**config.mk**
```make
export PLATFORM = sky130hd
export DESIGN_NAME = ocal_top
export DESIGN_NICKNAME = d
export VERILOG_FILES = /design/src/common/ocal_pkg.sv /design/src/core/ocal_spread.sv /design/src/core/ocal_top.sv
export SDC_FILE = /design/constraint.sdc
export NUM_CORES = 1
export LEC_CHECK = 0
export BUFFER_PORTS_ARGS = -buffer_cell sky130_fd_sc_hd__buf_2
export CAP_MARGIN = 15
export CORE_UTILIZATION = 61
export CTS_CLUSTER_SIZE = 10
export DETAILED_ROUTE_END_ITERATION = 10
export PLACE_DENSITY = 0.81
export SKIP_LAST_GASP = 1
export SYNTH_ARGS = -nofsm -noshare
export SYNTH_HDL_FRONTEND = slang
export SYNTH_SLANG_ARGS = --single-unit
```
**constraint.sdc**
```tcl
create_clock -name clk -period 8.7 [get_ports clk]
set_input_delay 1.305 -clock clk [delete_from_list [all_inputs] [get_ports clk]]
set_output_delay 1.305 -clock clk [all_outputs]
set_load 0.005 [all_outputs]
```
**src/common/ocal_pkg.sv**
```systemverilog
// What this block does
// - With RC selected, calibration alters the 64 Hz divider stage by the RC offset
// - Negative offset swallows 64 Hz cycles; positive adds 128 Hz pulses
// - Range 00: offset applied per 8,192 s period, 1.907 ppm a step
// - Range 01: offset applied per 4,096 s period, 3.82 ppm a step
// - Range 10: offset applied per 2,048 s period, 7.64 ppm a step
// - Range 11: offset applied per 1,024 s period, 15.28 ppm a step
// - RC offset is two's complement, -8,192 to +8,191
// - Steps spread evenly; at most one 64 Hz period of jitter
// - Autocal counts crystal cycles over RC-timed window, loads RC calibration
// - Select 0: run on crystal with good supply, calibrate RC periodically
// - Supply loss with auto-switch: RC clocks, crystal and autocal off
// - Select 1: always clock from RC, crystal on only for autocal
// - Interval 00 off, 01 reserved, 10 every 1024 s, 11 every 512 s
// - RC mode autocal keeps crystal on about 50 s
// - Interval leaving 00 starts one autocal run at once
// - Over 12.5% off: set fail flag, leave RC calibration unchanged
// - Crystal offset applied per 32 s, or 16 s in coarse mode
// - Crystal extended slowdown is 122 ppm per unit
package ocal_pkg;
	// Register byte offsets
	localparam logic [7:0] REG_CTRL = 8'h00;
	localparam logic [7:0] REG_RC_CAL = 8'h04;
	localparam logic [7:0] REG_XT_CAL = 8'h08;
	localparam logic [7:0] REG_STATUS = 8'h0C;
	// Field positions
	localparam int CTRL_OSC_SOURCE_SELECT = 0;
	localparam int CTRL_AOS = 1;
	localparam int CTRL_IVAL = 2;
	localparam int CTRL_IRQEN = 4;
	localparam int RC_OFF = 0;
	localparam int RC_RNG = 16;
	localparam int XT_OFF = 0;
	localparam int XT_COARSE = 7;
	localparam int XT_EXT = 8;
	localparam int ST_FAIL = 0;
	localparam int ST_RCACT = 1;
	localparam int ST_XTEN = 2;
	localparam int ST_BUSY = 3;
	localparam int ST_SUPLOW = 4;
	// Reset values
	localparam logic RST_OSC_SOURCE_SELECT = 1'h0;
	localparam logic RST_AOS = 1'h0;
	localparam logic [1:0] RST_IVAL = 2'h0;
	localparam logic [13:0] RST_RC_OFF = 14'h0000;
	localparam logic [1:0] RST_RC_RNG = 2'h0;
	// Interval codes
	localparam logic [1:0] IVAL_OFF = 2'h0;
	localparam logic [1:0] IVAL_RSVD = 2'h1;
	localparam logic [1:0] IVAL_1024 = 2'h2;
	localparam logic [1:0] IVAL_512 = 2'h3;
	// Times in seconds, rates in Hz
	localparam int IVAL_LONG_SEC = 1024;
	localparam int IVAL_SHORT_SEC = 512;
	localparam int XT_ON_SEC = 50;
	localparam int MEAS_SEC = 2;
	localparam int WARM_SEC = XT_ON_SEC - MEAS_SEC;
	localparam int RC_HZ = 128;
	localparam int XT_CAL_HZ = 16384;
	localparam int MEAS_RC_TICKS = MEAS_SEC * RC_HZ;
	localparam int XT_NOMINAL = MEAS_SEC * XT_CAL_HZ;
	// One step is 2^-19; period is 2^19 slow cycles at range 0
	localparam int CAL_PERIOD_LOG2 = 19;
	localparam int STEP_SHIFT = 4;
	localparam int XT_EXT_SHIFT = 6;
	localparam int RNG1_LIM = 8192;
	localparam int RNG2_LIM = 16384;
	localparam int RNG3_LIM = 32768;
	localparam int FAIL_LIM = 65536;
	localparam logic [1:0] RESP_OKAY = 2'h0;
	localparam logic [1:0] RESP_SLVERR = 2'h2;
	typedef enum logic [2:0] {
		ST_IDLE = 3'h1,
		ST_WARM = 3'h2,
		ST_MEAS = 3'h4
	} ocal_state_e;
endpackage : ocal_pkg

```
**src/core/ocal_spread.sv**
```systemverilog
`timescale 1ns/10ps
`default_nettype none
module ocal_spread #(
	parameter int OW = 14
) (
	// Clock and reset
	input wire logic clk,
	input wire logic rst_n,
	input wire logic ce,
	// Source and settings
	input wire logic fast_tick,
	input wire logic [OW-1:0] offset,
	input wire logic [1:0] range,
	// Calibrated half-rate output and period-end pulse
	output logic slow_tick,
	output logic period_end
);
	localparam int PW = ocal_pkg::CAL_PERIOD_LOG2;
	typedef struct packed {
		logic phase;
		logic pend;
		logic tick;
		logic pend_end;
		logic [PW-1:0] acc;
		logic [PW-1:0] cnt;
		logic [OW-1:0] sh_off;
		logic [1:0] sh_rng;
	} ocal_spread_s;
	ocal_spread_s s;
	ocal_spread_s next_s;
	logic [OW-1:0] mag;
	logic [PW:0] sum;
	logic [PW-1:0] last;
	logic adj;
	logic neg;

	always_comb begin
		next_s = s;
		next_s.tick = 1'b0;
		next_s.pend_end = 1'b0;
		neg = s.sh_off[OW-1];
		mag = neg ? OW'(-s.sh_off) : s.sh_off;
		sum = {1'b0, s.acc} + ((PW+1)'(mag) << s.sh_rng);
		adj = sum[PW];
		last = {PW{1'b1}} >> s.sh_rng;
		if (fast_tick) begin
			if (!s.phase) begin
				next_s.phase = 1'b1;
				// extra pulse fills the first half
				next_s.tick = s.pend;
				next_s.pend = 1'b0;
			end else begin
				next_s.phase = 1'b0;
				next_s.acc = sum[PW-1:0];
				// gate or queue an extra pulse
				next_s.tick = !(adj && neg);
				next_s.pend = adj && !neg;
				if (s.cnt == last) begin
					next_s.cnt = {PW{1'b0}};
					next_s.acc = {PW{1'b0}};
					next_s.sh_off = offset;
					next_s.sh_rng = range;
					next_s.pend_end = 1'b1;
				end else begin
					next_s.cnt = s.cnt + 1'b1;
				end
			end
		end
	end

	always_ff @(posedge clk or negedge rst_n) begin
		if (!rst_n) begin
			s <= '0;
		end else if (ce) begin
			s <= next_s;
		end
	end

	assign slow_tick = s.tick;
	assign period_end = s.pend_end;
endmodule : ocal_spread
`default_nettype wire

```
**src/core/ocal_top.sv**
```systemverilog
`timescale 1ns/10ps
`default_nettype none
module ocal_top #(
	// 64 Hz ticks per second; shorten in simulation
	parameter int SEC_TICKS = 64
) (
	// Clock, reset, enable
	input wire logic clk,
	input wire logic rst_n,
	input wire logic ce,
	// AXI4-Lite write
	input wire logic [7:0] s_axi_awaddr,
	input wire logic s_axi_awvalid,
	output logic s_axi_awready,
	input wire logic [31:0] s_axi_wdata,
	input wire logic [3:0] s_axi_wstrb,
	input wire logic s_axi_wvalid,
	output logic s_axi_wready,
	output logic [1:0] s_axi_bresp,
	output logic s_axi_bvalid,
	input wire logic s_axi_bready,
	// AXI4-Lite read
	input wire logic [7:0] s_axi_araddr,
	input wire logic s_axi_arvalid,
	output logic s_axi_arready,
	output logic [31:0] s_axi_rdata,
	output logic [1:0] s_axi_rresp,
	output logic s_axi_rvalid,
	input wire logic s_axi_rready,
	// Oscillators and supply
	input wire logic rc_tick,
	input wire logic xt_tick,
	input wire logic supply_low,
	// Clock control outputs
	output logic xtal_enable,
	output logic rc_active,
	output logic tick_64hz,
	output logic xt_tick_16k,
	output logic autocal_fail_irq
);
	typedef struct packed {
		logic aw_have;
		logic [7:0] aw_addr;
		logic w_have;
		logic [31:0] w_data;
		logic [3:0] w_strb;
		logic bvalid;
		logic [1:0] bresp;
		logic rvalid;
		logic [31:0] rdata;
		logic [1:0] rresp;
		logic osc_source_select;
		logic auto_switch_on_supply_loss;
		logic [1:0] ival;
		logic irq_en;
		logic [13:0] rc_off;
		logic [1:0] rc_rng;
		logic [6:0] xt_off;
		logic xt_coarse;
		logic [1:0] xt_ext;
		logic fail;
		ocal_pkg::ocal_state_e st;
		logic [1:0] prev_ival;
		logic [5:0] sub;
		logic [9:0] sec;
		logic [5:0] warm;
		logic [7:0] rc_cnt;
		logic [16:0] xt_cnt;
		logic [7:0] xt_div;
		logic rc_act;
		logic xt_en;
		logic tick64;
	} ocal_s;

	localparam logic [5:0] SUB_LAST = 6'(SEC_TICKS - 1);
	localparam logic [5:0] WARM_LAST = 6'(ocal_pkg::WARM_SEC - 1);
	localparam logic [7:0] RC_LAST = 8'(ocal_pkg::MEAS_RC_TICKS - 1);
	localparam logic [9:0] LONG_LAST = 10'(ocal_pkg::IVAL_LONG_SEC - 1);
	localparam logic [9:0] SHORT_LAST = 10'(ocal_pkg::IVAL_SHORT_SEC - 1);
	localparam logic signed [21:0] LIM1 = 22'(ocal_pkg::RNG1_LIM);
	localparam logic signed [21:0] LIM2 = 22'(ocal_pkg::RNG2_LIM);
	localparam logic signed [21:0] LIM3 = 22'(ocal_pkg::RNG3_LIM);
	localparam logic signed [21:0] LIMF = 22'(ocal_pkg::FAIL_LIM);

	// One-hot register select; zero when unmapped
	function automatic logic [3:0] reg_sel(input logic [7:0] a);
		reg_sel = {a == ocal_pkg::REG_STATUS, a == ocal_pkg::REG_XT_CAL,
			a == ocal_pkg::REG_RC_CAL, a == ocal_pkg::REG_CTRL};
	endfunction : reg_sel

	function automatic logic [31:0] merge(input logic [31:0] old,
		input logic [31:0] wd, input logic [3:0] strb);
		merge = old;
		for (int i = 0; i < 4; i++) begin
			if (strb[i]) begin
				merge[8*i +: 8] = wd[8*i +: 8];
			end
		end
	endfunction : merge

	logic [1:0] rst_sync;
	logic rst_s;
	ocal_s s;
	ocal_s next_s;
	logic rc64;
	logic xt16;
	logic [9:0] xt_eff;
	logic halt;
	logic rc_now;
	logic sec_hit;
	logic ival_on;
	logic armed;
	logic periodic;
	logic start;
	logic finish;
	logic [9:0] ival_last;
	logic signed [17:0] diff;
	logic signed [21:0] adj;
	logic signed [21:0] adj_sh;
	logic fail_c;
	logic [1:0] rng_c;
	logic xt64;
	logic write_go;
	logic [3:0] wsel;
	logic [3:0] rsel;
	logic [31:0] ctrl_img;
	logic [31:0] rc_img;
	logic [31:0] xt_img;
	logic [31:0] st_img;
	logic [31:0] wv;

	// Reset released through two flops
	always_ff @(posedge clk or negedge rst_n) begin
		if (!rst_n) begin
			rst_sync <= 2'h0;
		end else begin
			rst_sync <= {rst_sync[0], 1'b1};
		end
	end
	assign rst_s = rst_sync[1];

	assign xt_eff = {{3{s.xt_off[6]}}, s.xt_off}
		- 10'({s.xt_ext, 6'h00} >> s.xt_coarse);

	ocal_spread #(.OW(14)) u_rc_cal (
		.clk(clk),
		.rst_n(rst_s),
		.ce(ce),
		.fast_tick(rc_tick),
		.offset(s.rc_off),
		.range(s.rc_rng),
		.slow_tick(rc64),
		.period_end()
	);

	ocal_spread #(.OW(10)) u_xt_cal (
		.clk(clk),
		.rst_n(rst_s),
		.ce(ce),
		.fast_tick(xt_tick && s.xt_en),
		.offset(xt_eff),
		.range({1'b0, s.xt_coarse}),
		.slow_tick(xt16),
		.period_end()
	);

	always_comb begin
		ctrl_img = 32'h0000_0000;
		ctrl_img[ocal_pkg::CTRL_OSC_SOURCE_SELECT] = s.osc_source_select;
		ctrl_img[ocal_pkg::CTRL_AOS] = s.auto_switch_on_supply_loss;
		ctrl_img[ocal_pkg::CTRL_IVAL +: 2] = s.ival;
		ctrl_img[ocal_pkg::CTRL_IRQEN] = s.irq_en;
		rc_img = 32'h0000_0000;
		rc_img[ocal_pkg::RC_OFF +: 14] = s.rc_off;
		rc_img[ocal_pkg::RC_RNG +: 2] = s.rc_rng;
		xt_img = 32'h0000_0000;
		xt_img[ocal_pkg::XT_OFF +: 7] = s.xt_off;
		xt_img[ocal_pkg::XT_COARSE] = s.xt_coarse;
		xt_img[ocal_pkg::XT_EXT +: 2] = s.xt_ext;
		st_img = 32'h0000_0000;
		st_img[ocal_pkg::ST_FAIL] = s.fail;
		st_img[ocal_pkg::ST_RCACT] = s.rc_act;
		st_img[ocal_pkg::ST_XTEN] = s.xt_en;
		st_img[ocal_pkg::ST_BUSY] = s.st != ocal_pkg::ST_IDLE;
		st_img[ocal_pkg::ST_SUPLOW] = supply_low;
	end

	always_comb begin
		next_s = s;
		next_s.tick64 = 1'b0;
		// supply loss with auto-switch forces RC and stops the crystal
		halt = s.auto_switch_on_supply_loss && supply_low;
		// select bit picks the running source
		rc_now = s.osc_source_select || halt;
		sec_hit = rc64 && (s.sub == SUB_LAST);
		if (rc64) begin
			next_s.sub = sec_hit ? 6'h00 : s.sub + 1'b1;
		end
		// only 10 and 11 run periodically
		ival_on = s.ival[1];
		ival_last = (s.ival == ocal_pkg::IVAL_512) ? SHORT_LAST : LONG_LAST;
		periodic = ival_on && sec_hit && (s.sec == ival_last);
		if (halt || !ival_on) begin
			next_s.sec = 10'h000;
		end else if (sec_hit) begin
			next_s.sec = (s.sec == ival_last) ? 10'h000 : s.sec + 1'b1;
		end
		armed = (s.prev_ival == ocal_pkg::IVAL_OFF)
			&& (s.ival != ocal_pkg::IVAL_OFF);
		next_s.prev_ival = s.ival;
		start = (armed || periodic) && !halt;

		diff = 18'({1'b0, s.xt_cnt}) - 18'(ocal_pkg::XT_NOMINAL);
		adj = 22'(diff) <<< ocal_pkg::STEP_SHIFT;
		fail_c = (adj < -LIMF) || (adj >= LIMF);
		if (adj >= -LIM1 && adj < LIM1) begin
			rng_c = 2'h0;
		end else if (adj >= -LIM2 && adj < LIM2) begin
			rng_c = 2'h1;
		end else if (adj >= -LIM3 && adj < LIM3) begin
			rng_c = 2'h2;
		end else begin
			rng_c = 2'h3;
		end
		adj_sh = adj >>> rng_c;
		finish = 1'b0;

		unique case (s.st)
			ocal_pkg::ST_IDLE: begin
				if (start) begin
					next_s.warm = 6'h00;
					next_s.rc_cnt = 8'h00;
					next_s.xt_cnt = 17'h00000;
					// RC mode warms the crystal first
					next_s.st = s.osc_source_select ? ocal_pkg::ST_WARM : ocal_pkg::ST_MEAS;
				end
			end
			ocal_pkg::ST_WARM: begin
				if (sec_hit) begin
					if (s.warm == WARM_LAST) begin
						next_s.st = ocal_pkg::ST_MEAS;
					end else begin
						next_s.warm = s.warm + 1'b1;
					end
				end
			end
			ocal_pkg::ST_MEAS: begin
				if (xt16 && s.xt_cnt != 17'h1FFFF) begin
					next_s.xt_cnt = s.xt_cnt + 1'b1;
				end
				if (rc_tick) begin
					if (s.rc_cnt == RC_LAST) begin
						finish = 1'b1;
						next_s.st = ocal_pkg::ST_IDLE;
					end else begin
						next_s.rc_cnt = s.rc_cnt + 1'b1;
					end
				end
			end
			default: begin
				next_s.st = ocal_pkg::ST_IDLE;
			end
		endcase
		if (halt) begin
			next_s.st = ocal_pkg::ST_IDLE;
			finish = 1'b0;
		end

		if (xt16) begin
			next_s.xt_div = s.xt_div + 1'b1;
		end
		xt64 = xt16 && (s.xt_div == 8'hFF);
		// timekeeping stays on RC during warm-up
		next_s.tick64 = rc_now ? rc64 : xt64;
		next_s.rc_act = rc_now;
		// in RC mode, crystal powered only while a run is busy
		next_s.xt_en = !rc_now || (next_s.st != ocal_pkg::ST_IDLE);

		// Bus write path; address and data in either order
		write_go = s.aw_have && s.w_have && !s.bvalid;
		wsel = reg_sel(s.aw_addr);
		wv = 32'h0000_0000;
		if (s_axi_awvalid && !s.aw_have) begin
			next_s.aw_have = 1'b1;
			next_s.aw_addr = s_axi_awaddr;
		end
		if (s_axi_wvalid && !s.w_have) begin
			next_s.w_have = 1'b1;
			next_s.w_data = s_axi_wdata;
			next_s.w_strb = s_axi_wstrb;
		end
		if (s.bvalid && s_axi_bready) begin
			next_s.bvalid = 1'b0;
		end
		if (write_go) begin
			next_s.aw_have = 1'b0;
			next_s.w_have = 1'b0;
			next_s.bvalid = 1'b1;
			next_s.bresp = (|wsel) ? ocal_pkg::RESP_OKAY
				: ocal_pkg::RESP_SLVERR;
			if (wsel[0]) begin
				wv = merge(ctrl_img, s.w_data, s.w_strb);
				next_s.osc_source_select = wv[ocal_pkg::CTRL_OSC_SOURCE_SELECT];
				next_s.auto_switch_on_supply_loss = wv[ocal_pkg::CTRL_AOS];
				next_s.ival = wv[ocal_pkg::CTRL_IVAL +: 2];
				next_s.irq_en = wv[ocal_pkg::CTRL_IRQEN];
			end
			if (wsel[1]) begin
				wv = merge(rc_img, s.w_data, s.w_strb);
				next_s.rc_off = wv[ocal_pkg::RC_OFF +: 14];
				next_s.rc_rng = wv[ocal_pkg::RC_RNG +: 2];
			end
			if (wsel[2]) begin
				wv = merge(xt_img, s.w_data, s.w_strb);
				next_s.xt_off = wv[ocal_pkg::XT_OFF +: 7];
				next_s.xt_coarse = wv[ocal_pkg::XT_COARSE];
				next_s.xt_ext = wv[ocal_pkg::XT_EXT +: 2];
			end
			// Fail flag clears on writing one
			if (wsel[3] && s.w_strb[0] && s.w_data[ocal_pkg::ST_FAIL]) begin
				next_s.fail = 1'b0;
			end
		end

		// Hardware results override a same-cycle software write
		if (finish) begin
			if (fail_c) begin
				next_s.fail = 1'b1;
			end else begin
				next_s.rc_rng = rng_c;
				next_s.rc_off = adj_sh[13:0];
			end
		end

		// Bus read path
		rsel = reg_sel(s_axi_araddr);
		if (s.rvalid && s_axi_rready) begin
			next_s.rvalid = 1'b0;
		end
		if (s_axi_arvalid && !s.rvalid) begin
			next_s.rvalid = 1'b1;
			next_s.rresp = (|rsel) ? ocal_pkg::RESP_OKAY
				: ocal_pkg::RESP_SLVERR;
			next_s.rdata = ({32{rsel[0]}} & ctrl_img)
				| ({32{rsel[1]}} & rc_img)
				| ({32{rsel[2]}} & xt_img)
				| ({32{rsel[3]}} & st_img);
		end
	end

	always_ff @(posedge clk or negedge rst_s) begin
		if (!rst_s) begin
			s <= '0;
			s.osc_source_select <= ocal_pkg::RST_OSC_SOURCE_SELECT;
			s.auto_switch_on_supply_loss <= ocal_pkg::RST_AOS;
			s.ival <= ocal_pkg::RST_IVAL;
			s.prev_ival <= ocal_pkg::RST_IVAL;
			s.rc_off <= ocal_pkg::RST_RC_OFF;
			s.rc_rng <= ocal_pkg::RST_RC_RNG;
			s.st <= ocal_pkg::ST_IDLE;
		end else if (ce) begin
			s <= next_s;
		end
	end

	assign s_axi_awready = ce && !s.aw_have;
	assign s_axi_wready = ce && !s.w_have;
	assign s_axi_bvalid = s.bvalid;
	assign s_axi_bresp = s.bresp;
	assign s_axi_arready = ce && !s.rvalid;
	assign s_axi_rvalid = s.rvalid;
	assign s_axi_rdata = s.rdata;
	assign s_axi_rresp = s.rresp;
	assign xtal_enable = s.xt_en;
	assign rc_active = s.rc_act;
	assign tick_64hz = s.tick64;
	assign xt_tick_16k = xt16;
	assign autocal_fail_irq = s.fail && s.irq_en;
endmodule : ocal_top
`default_nettype wire

```
-- Yosys cells after proc, flatten, opt, wreduce, memory -nomap -nowiden
Index checks and enable logic that the tools add are counted.
- register bits: 290
- input port bits: 63
- output and inout bits: 46
- word-level logic and storage cells: 254
- $add $sub $neg: 14
- magnitude comparators: 8
- equality and inequality tests: 26
- shifts and indexed selects: 6
- multiplexer cells: 66
- bitwise gates (word level): 7
- reductions and logical operators: 81
- operators by type and width (operator ; number):
    32-bit OR ; 3
    32-bit by 5-bit AND with 32-bit output ; 2
    16-bit two-way mux ; 4
    10-bit two-way mux ; 6
    56-bit two-way mux ; 1
    55-bit two-way mux ; 1
    52-bit two-way mux ; 1
    51-bit two-way mux ; 1
    25-bit one-hot mux with 2 select lines ; 1
    22-bit by 17-bit less-than comparator with 1-bit output (second input constant) ; 2
    19-bit by 20-bit adder with 20-bit output ; 2
    20-bit two-way mux ; 2
    19-bit by 1-bit adder with 19-bit output (second input constant) ; 2
    19-bit == test ; 2
    19-bit two-way mux ; 2
    37-bit two-way mux ; 1
    35-bit two-way mux ; 1
    32-bit by 10-bit AND with 32-bit output ; 1
    32-bit by 18-bit AND with 32-bit output ; 1
    8-bit by 4-bit == test with 1-bit output (second input constant) ; 4
    8-bit two-way mux ; 4
    31-bit two-way mux ; 1
    3-bit two-way mux ; 10
    1-bit logical AND ; 29
    other kinds (51) ; 124

-- Longest topological paths before layout
Gate-level depths: netlist of the first run.
- depth after elaboration: 11
- mapped depth: 16
- gate-level depth less buffers: 15

-- Hierarchy
Synthesis of the first run repeated with hierarchy kept, for this count alone.
- cells, all modules: 1602
- area total of the unflattened synthesis: 15384.8 um2
- by module, submodules not included (module ; instances ; cells an instance ; area an instance (um2) ; seq. area each (um2)):
    ocal_top ; 1 ; 775 ; 7812.5 ; 3654.8
    ocal_spread at u_rc_cal ; 1 ; 447 ; 4047.6 ; 1451.4
    ocal_spread at u_xt_cal ; 1 ; 380 ; 3524.6 ; 1351.3

-- Worst setup path before layout of the first run
OpenSTA, ideal clock, no wires.
- path type: register -> register
- start point: register u_rc_cal.s[5] in the netlist's numbering
- end point: register u_rc_cal.s[51] in the netlist's numbering
- library setup time: 0.068 ns
- data arrival time: 3.806 ns
- data required time: 8.632 ns
- slack: 4.826 ns
- stages on the path, launching flop included: 14
- buffers on the path: 0
- period minus slack after synthesis: 3.874 ns
- cell sequence: dfrtp_1 or3_1 or4_1 o31ai_1 xor2_1 mux2_2 mux2i_1 ha_1 and4_1 a31o_2 a21oi_1 or4b_2 a21o_1 nand3_1
- word-level cells in the longest chain between the ends: 5
- ends and longest elaborated chain (item ; line ; RTL):
    start: declaration ; ocal_spread.sv:29 ; ocal_spread_s s;
    start signal: assignment ; ocal_spread.sv:75 ; s <= next_s;
    14-bit negator ; ocal_spread.sv:42 ; mag = neg ? OW'(-s.sh_off) : s.sh_off;
    14-bit two-way mux (*) ; ocal_spread.sv:42 ;
    14-bit by 2-bit << shifter with 20-bit output (*) ; ocal_spread.sv:43 ; sum = {1'b0, s.acc} + ((PW+1)'(mag) << s.sh_rng);
    19-bit by 20-bit adder with 20-bit output (*) ; ocal_spread.sv:43 ;
    20-bit two-way mux (*) ; ocal_spread.sv:58 ; if (s.cnt == last) begin
Mark *: on every way between the ends. The rest lies on a longest branch, timed or not.
A chain may end at the register's enable or synchronous reset.

-- Worst setup path after layout of the first run
Same ends and word-level chain as after synthesis.

==> flow_summary.toml, run 1 <==
[status]
status = "completed"

[place]
post-dp-hpwl_mm = 25.0
place.gp.congestion = 0.911
io_buffers = 73
pre_cts_slack_ns = 4.21
postPlaceCellArea_sq_um = 15400

[sta]
maxSlewViolCount = 0
hold_violations = 0
max_slew_margin = 0.285
timing.fmax_ghz = 0.221
fin_ws_ns = 4.18
worst_slew_pin_slew_ns = 1.07
setup_viol = 0
period_minus_slack_ns = 4.52
finalCritPeriodShare = 0.520
fin_setup_tns_ns = 0
rsz0062_at_grt = "false"
skew_ns = 0.0198

[global_route]
antenna_found_initial = 1
grt_pass1_wl_mm = 58.3
grt_max_degree = 77
grt_overflow = 0
grt_pass1_vias = 11800
grtUsageTotal = 0.278

[clock_tree]
cts_tree = "done"
cts_resized = 0
clockBufferDepth = 3
cts_setup_buffers = 0
clk_pin_slew_worst_paths_ns = 0.05
insertion_delay_ns = 0.56
cts_sinks = 255
cts_made_buffers = 30
h-tree-depth = 1
postCtsHoldBufs = 0
clockRootBuffer = "clkbuf_16"

[power_and_ir_drop]
sw_frac_of_total = 0.318
p_leak_uw = 0.00726
cellInternalPower_uw = 2410
p_per_area_nw_per_um2 = 217
switchingPower_uw = 1120
peakVddDrop_mv = 0.178
seq_power_share = 0.452
pwr-share-clk = 0.318
combPwrFrac = 0.230

[cells_and_area]
nNetsFinal = 1774
utilization = 0.671
mostFrequentLayoutCell = "dfrtp_1"
area_growth_pct = 8.08
final_cell_mix = "dfrtp_1 (253), nand2_1 (203), o21ai_0 (143), nor2_1 (121), buf_2 (73)"
finish.instance_area_sq_um = 16300
drive_gt1_frac = 0.126

[floorplan]
floorplan.die_area_sq_um = 25300
core_sq_um = 24200
io_pins = 109
start_util = 0.621
die_h_um = 159
die_w_um = 159
num_rows = 57

[critical_path]
slowest_delay_ns = 0.64
path_cells = "or3_1 > or4_1 > o31ai_1 > xor2_1 > mux2_2 > mux2i_1 > ha_1 > and4_1 > a31o_2 > a21oi_1 > or4b_2 > a21o_1 > nand3_1"
crit_required_ns = 9.18
crit_path_end_kind = "flop"
arrival_ns = 5.01
crit_slowest_cell = "or4b_2"
cpLargestDelayFamily = "simple AND/OR/NAND/NOR gates"
path_max_fanout = 11
crit_type = "reg -> reg"
critPathBufInv = 0
cp-start-kind = "flop"

[synth]
yosysTopAreaCell = "dfrtp_1"
synth_area_sq_um = 15100
ys_types = 85
synthArstFlopShare = 1.00
ys_top_cells_by_area = "dfrtp_1 (42%), nand2_1 (5.1%), o21ai_0 (4.8%), mux2_2 (4.6%), ha_1 (3.9%)"
synth-edff-count = 0
synth_seq_cells = 255
yosysSeqAreaShare = 0.424
postSynthCellCount = 1645
yosys_warnings = 0
netlist.area_leader.share = 0.422
syn_area_per_cell_sq_um = 9.15
synth_flop_cell = "dfrtp_1"

[min_path]
hold_class = "reg -> reg"

[drt]
wl_met1_mm = 15.1
routed.top_layer = "met4"
post-route-drc-count = 0
drtIter0Drc = 1053
via_per_inst = 6.23
wl_met3_mm = 2.58
met2_length_mm = 16.4
num_vias = 12500
ant_nets = 0
drt-pass1-iter-count = 6
wl_per_cell_um = 17.5
wl_mm = 35.2

[run]
drv_cap = 0
[layout make-up]
class | instances | area (sq um)
diodes | 1 | 2.50
fillers | 1917 | 7980
repair buffers | 84 | 448
inverters | 44 | 165
clock buffers | 48 | 838
well taps | 324 | 405
multi-input cells | 1247 | 8000
flip-flops and latches | 255 | 6390
clock inverters | 3 | 26.3
[path summary, 6_finish.rpt]
path,from,endpoint,slack (ns),cells past startpoint
worst max-delay path,u_rc_cal.s[5]$_DFFE_PN0P_,u_rc_cal.s[51]$_DFFE_PN0P_,4.18,13
worst min-delay path,rst_sync[0]$_DFF_PN0_,rst_sync[1]$_DFF_PN0_,0.35,0
worst max register to register,u_rc_cal.s[5]$_DFFE_PN0P_,u_rc_cal.s[51]$_DFFE_PN0P_,4.18,13
worst min register to register,rst_sync[0]$_DFF_PN0_,rst_sync[1]$_DFF_PN0_,0.35,0
max in group asynchronous,rst_sync[1]$_DFF_PN0_,u_rc_cal.s[44]$_DFFE_PN0P_,6.88,1
min in group asynchronous,rst_sync[1]$_DFF_PN0_,s[49]$_DFFE_PN0P_,0.38,0
[per-layer routing]
layer / GRT usage / vias to the layer above
met5: 0 / -
met4: 0.101 / 0
met3: 0.0529 / 77
met2: 0.445 / 414
met1: 0.378 / 6063
li1: - / 5937
[sequential cells by signal (all words and copies together), names as in the netlist, 2 cells and up]
| signal | flops |
|---|---|
| rc_img | 16 |
| u_xt_cal.s | 50 |
| rst_sync | 2 |
| ctrl_img | 5 |
| s | 100 |
| s_axi_rdata | 16 |
| u_rc_cal.s | 55 |
[stage by stage]
stage	hold slack [ns]	instances	total power (uW)
after floorplan	0.331	1662	2180
after global placement	0.340	1954	2360
after detailed placement	0.345	1954	2410
after CTS	0.358	2005	3540
after global routing	0.362	2005	3720
final	0.354	2006	3530
[power groups by stage]
stage          sequential (uW)  clock [uW]  combinational, uW
6_report                  1590        1120                812
3_3_place_gp              1590           0                772
3_5_place_dp              1600           0                806
4_1_cts                   1590        1140                813
5_1_grt                   1610        1190                911
2_1_floorplan             1540           0                644
[worst register-to-register path, delay by kind of cell (launching register included)]
family                   cells  cell delay (ns)
AO/OA/AOI/OAI                4             0.94
XOR/XNOR                     1             0.15
adder cells (fa/ha/maj)      1             0.34
flip-flops                   1             0.41
multiplexers                 2             0.54
AND/OR/NAND/NOR              5             2.07
[cells by family (layout without fill, tap and decap cells)]
group | Yosys count | in the layout | synth area share
XOR/XNOR | 79 | 79 | 0.0460
buffers and inverters | 160 | 179 | 0.0493
multiplexers | 88 | 88 | 0.0669
other | 2 | 20 | 0.000499
AND/OR/NAND/NOR | 611 | 611 | 0.198
flip-flops | 255 | 255 | 0.424
AO/OA/AOI/OAI | 401 | 401 | 0.173
adder cells (fa/ha/maj) | 49 | 49 | 0.0417
[Yosys cell counts, types with 40 or more instances]
cell / n
nor2_1: 121
nand3_1: 66
mux2_2: 61
nor3_1: 40
inv_1: 44
ha_1: 47
clkbuf_1: 71
o21ai_0: 143
nand2_1: 203
a21oi_1: 66
dfrtp_1: 254
xor2_1: 41
Note: power is estimated with default switching activity, not from simulation.
==> run 2: changes to the inputs <==
--- a/config.mk
+++ b/config.mk
@@ -7,10 +7,10 @@
 export LEC_CHECK = 0
 export BUFFER_PORTS_ARGS = -buffer_cell sky130_fd_sc_hd__buf_2
 export CAP_MARGIN = 15
-export CORE_UTILIZATION = 61
+export CORE_UTILIZATION = 55
 export CTS_CLUSTER_SIZE = 10
 export DETAILED_ROUTE_END_ITERATION = 10
-export PLACE_DENSITY = 0.81
+export PLACE_DENSITY = 0.77
 export SKIP_LAST_GASP = 1
 export SYNTH_ARGS = -nofsm -noshare
 export SYNTH_HDL_FRONTEND = slang
==> constraint.sdc (replaced) <==
create_clock -name clk -period 3.6 [get_ports clk]
set_input_delay 0.54 -clock clk [delete_from_list [all_inputs] [get_ports clk]]
set_output_delay 0.54 -clock clk [all_outputs]
set_load 0.005 [all_outputs]
==> flow_summary.toml, run 2 (synthesized netlist as in run 1, its figures left out) <==
[status]
status = "finished, violations left"
violations = "setup timing"

[place]
place.gp.congestion = 0.901
pre_cts_slack_ns = -0.245
post-dp-hpwl_mm = 26.2
io_buffers = 73
dp.cells = 2019

[drt]
met2_length_mm = 17.3
wl_per_cell_um = 17.6
wl_met3_mm = 2.37
drt-pass1-iter-count = 5
wl_mm = 36.6
wl_met1_mm = 16.0
ant_nets = 0
drtIter0Drc = 942
via_per_inst = 6.14
num_vias = 12700
routed.top_layer = "met5"
post-route-drc-count = 0

[cells_and_area]
largestRegisters = "s: 100 flops, u_rc_cal.s: 55 flops, u_xt_cal.s: 50 flops"
final_cell_mix = "dfrtp_1 (253), nand2_1 (203), o21ai_0 (138), nor2_1 (121), buf_2 (73)"
nFillCells = 2200
area_growth_pct = 12.3
mostFrequentLayoutCell = "dfrtp_1"
largest_reg_flops = 100
seq_area_sq_um = 6390
drive_gt1_frac = 0.163
multi_input_area_sq_um = 8160
utilization = 0.629
final_cells = 2075
regMostFlops = "s"
nNetsFinal = 1826

[floorplan]
start_util = 0.560
io_pins = 109
num_rows = 60
die_h_um = 167
floorplan.die_area_sq_um = 28000
core_sq_um = 26900
die_w_um = 167

[critical_path]
crit_required_ns = 4.08
crit_path_end_kind = "flop"
path_max_fanout = 4
path_cells = "or3_4 > or4_4 > o31ai_4 > xor2_2 > a211o_1 > o21ai_0 > ha_1 > and4_1 > a31o_2 > a21oi_4 > or4b_4 > a21o_1 > nand3_1"
cp-start-kind = "flop"
crit_type = "reg -> reg"
slowest_delay_ns = 0.52
crit_slowest_cell = "or4_4"
arrival_ns = 4.21
critPathBufInv = 0
cpLargestDelayFamily = "simple AND/OR/NAND/NOR gates"

[clock_tree]
clockRootBuffer = "clkbuf_16"
insertion_delay_ns = 0.58
cts_sinks = 255
cts_made_buffers = 30
cts_tree = "done"
clk_pin_slew_worst_paths_ns = 0.06
h-tree-depth = 1
clockBufferDepth = 3

[global_route]
grt_pass1_wl_mm = 61.3
grtUsageTotal = 0.264
grt_pass1_vias = 12500
antenna_found_initial = 3
grt_max_degree = 60
grt_overflow = 0

[sta]
fin_ws_ns = -0.128
skew_ns = 0.0366
hold_violations = 0
maxSlewViolCount = 0
worst_slew_pin_slew_ns = 1.06
timing.fmax_ghz = 0.268
period_minus_slack_ns = 3.73
rsz0062_at_grt = "true"
setup_viol = 4
fin_setup_tns_ns = -0.330
finalCritPeriodShare = 1.04
max_slew_margin = 0.293

[power_and_ir_drop]
p_per_area_nw_per_um2 = 517
peakVddDrop_mv = 0.440
finalPower_uw = 8750
p_leak_uw = 0.00756

[min_path]
hold_class = "in -> reg"

[run]
drv_cap = 0
==> run 2: cell count changes in the layout (fill, tap and decap cells not counted), moves of 3 or more <==
cell | before | now
o21ai_0 | 143 | 138
o41ai_1 | 11 | 8
o21ai_1 | 0 | 5
a21oi_1 | 66 | 63
buf_12 | 0 | 3
buf_4 | 11 | 59
==> run 2: what timing repair did <==
action                                  CTS  global route
endpoints found under the setup margin    7            16
endpoints found under the hold margin     2             0
pin swaps                                12             7
buffers inserted                          1             2
hold buffers                              1             0
gates resized for setup                  10            15
==> run 2: per-layer routing <==
metal / up-vias / global-route usage
li1: 6046 / -
met1: 6191 / 0.350
met2: 430 / 0.439
met3: 77 / 0.0537
met4: 2 / 0.0778
met5: - / 0
==> run 2: where the power goes <==
group	switching [uW]	internal (uW)
clock network	1180	1600
registers	515	3350
logic	1130	986
total	2820	5930
==> run 2: stage by stage <==
stage	hold slack (ns)	instance area, sq um
floorplan	0.244	15200
global placement	0.327	15900
detailed placement	0.327	15900
CTS	0.169	16800
global route	0.176	16900
finish	0.188	16900
==> run 2: path summary, 6_finish.rpt <==
kind	slack, ns	start	depth (start not counted)	to
max	-0.13	u_rc_cal.s[8]$_DFFE_PN0P_	13	u_rc_cal.s[51]$_DFFE_PN0P_
min	0.19	s_axi_wstrb[2]	2	s[135]$_DFFE_PN0P_
max reg2reg	-0.13	u_rc_cal.s[8]$_DFFE_PN0P_	13	u_rc_cal.s[51]$_DFFE_PN0P_
min reg2reg	0.35	rst_sync[0]$_DFF_PN0_	0	rst_sync[1]$_DFF_PN0_
max in group asynchronous	2.18	rst_sync[1]$_DFF_PN0_	1	u_xt_cal.s[20]$_DFFE_PN0P_
min in group asynchronous	0.27	rst_n	2	rst_sync[1]$_DFF_PN0_
==> run 2: layout make-up <==
type	count	area share
Sequential cell	255	0.378
Clock inverter	3	0.00252
Tap cell	341	0.0252
Clock buffer	47	0.0499
Multi-Input combinational cell	1247	0.483
Inverter	44	0.00977
Antenna cell	2	0.000296
Timing Repair Buffer	136	0.0519
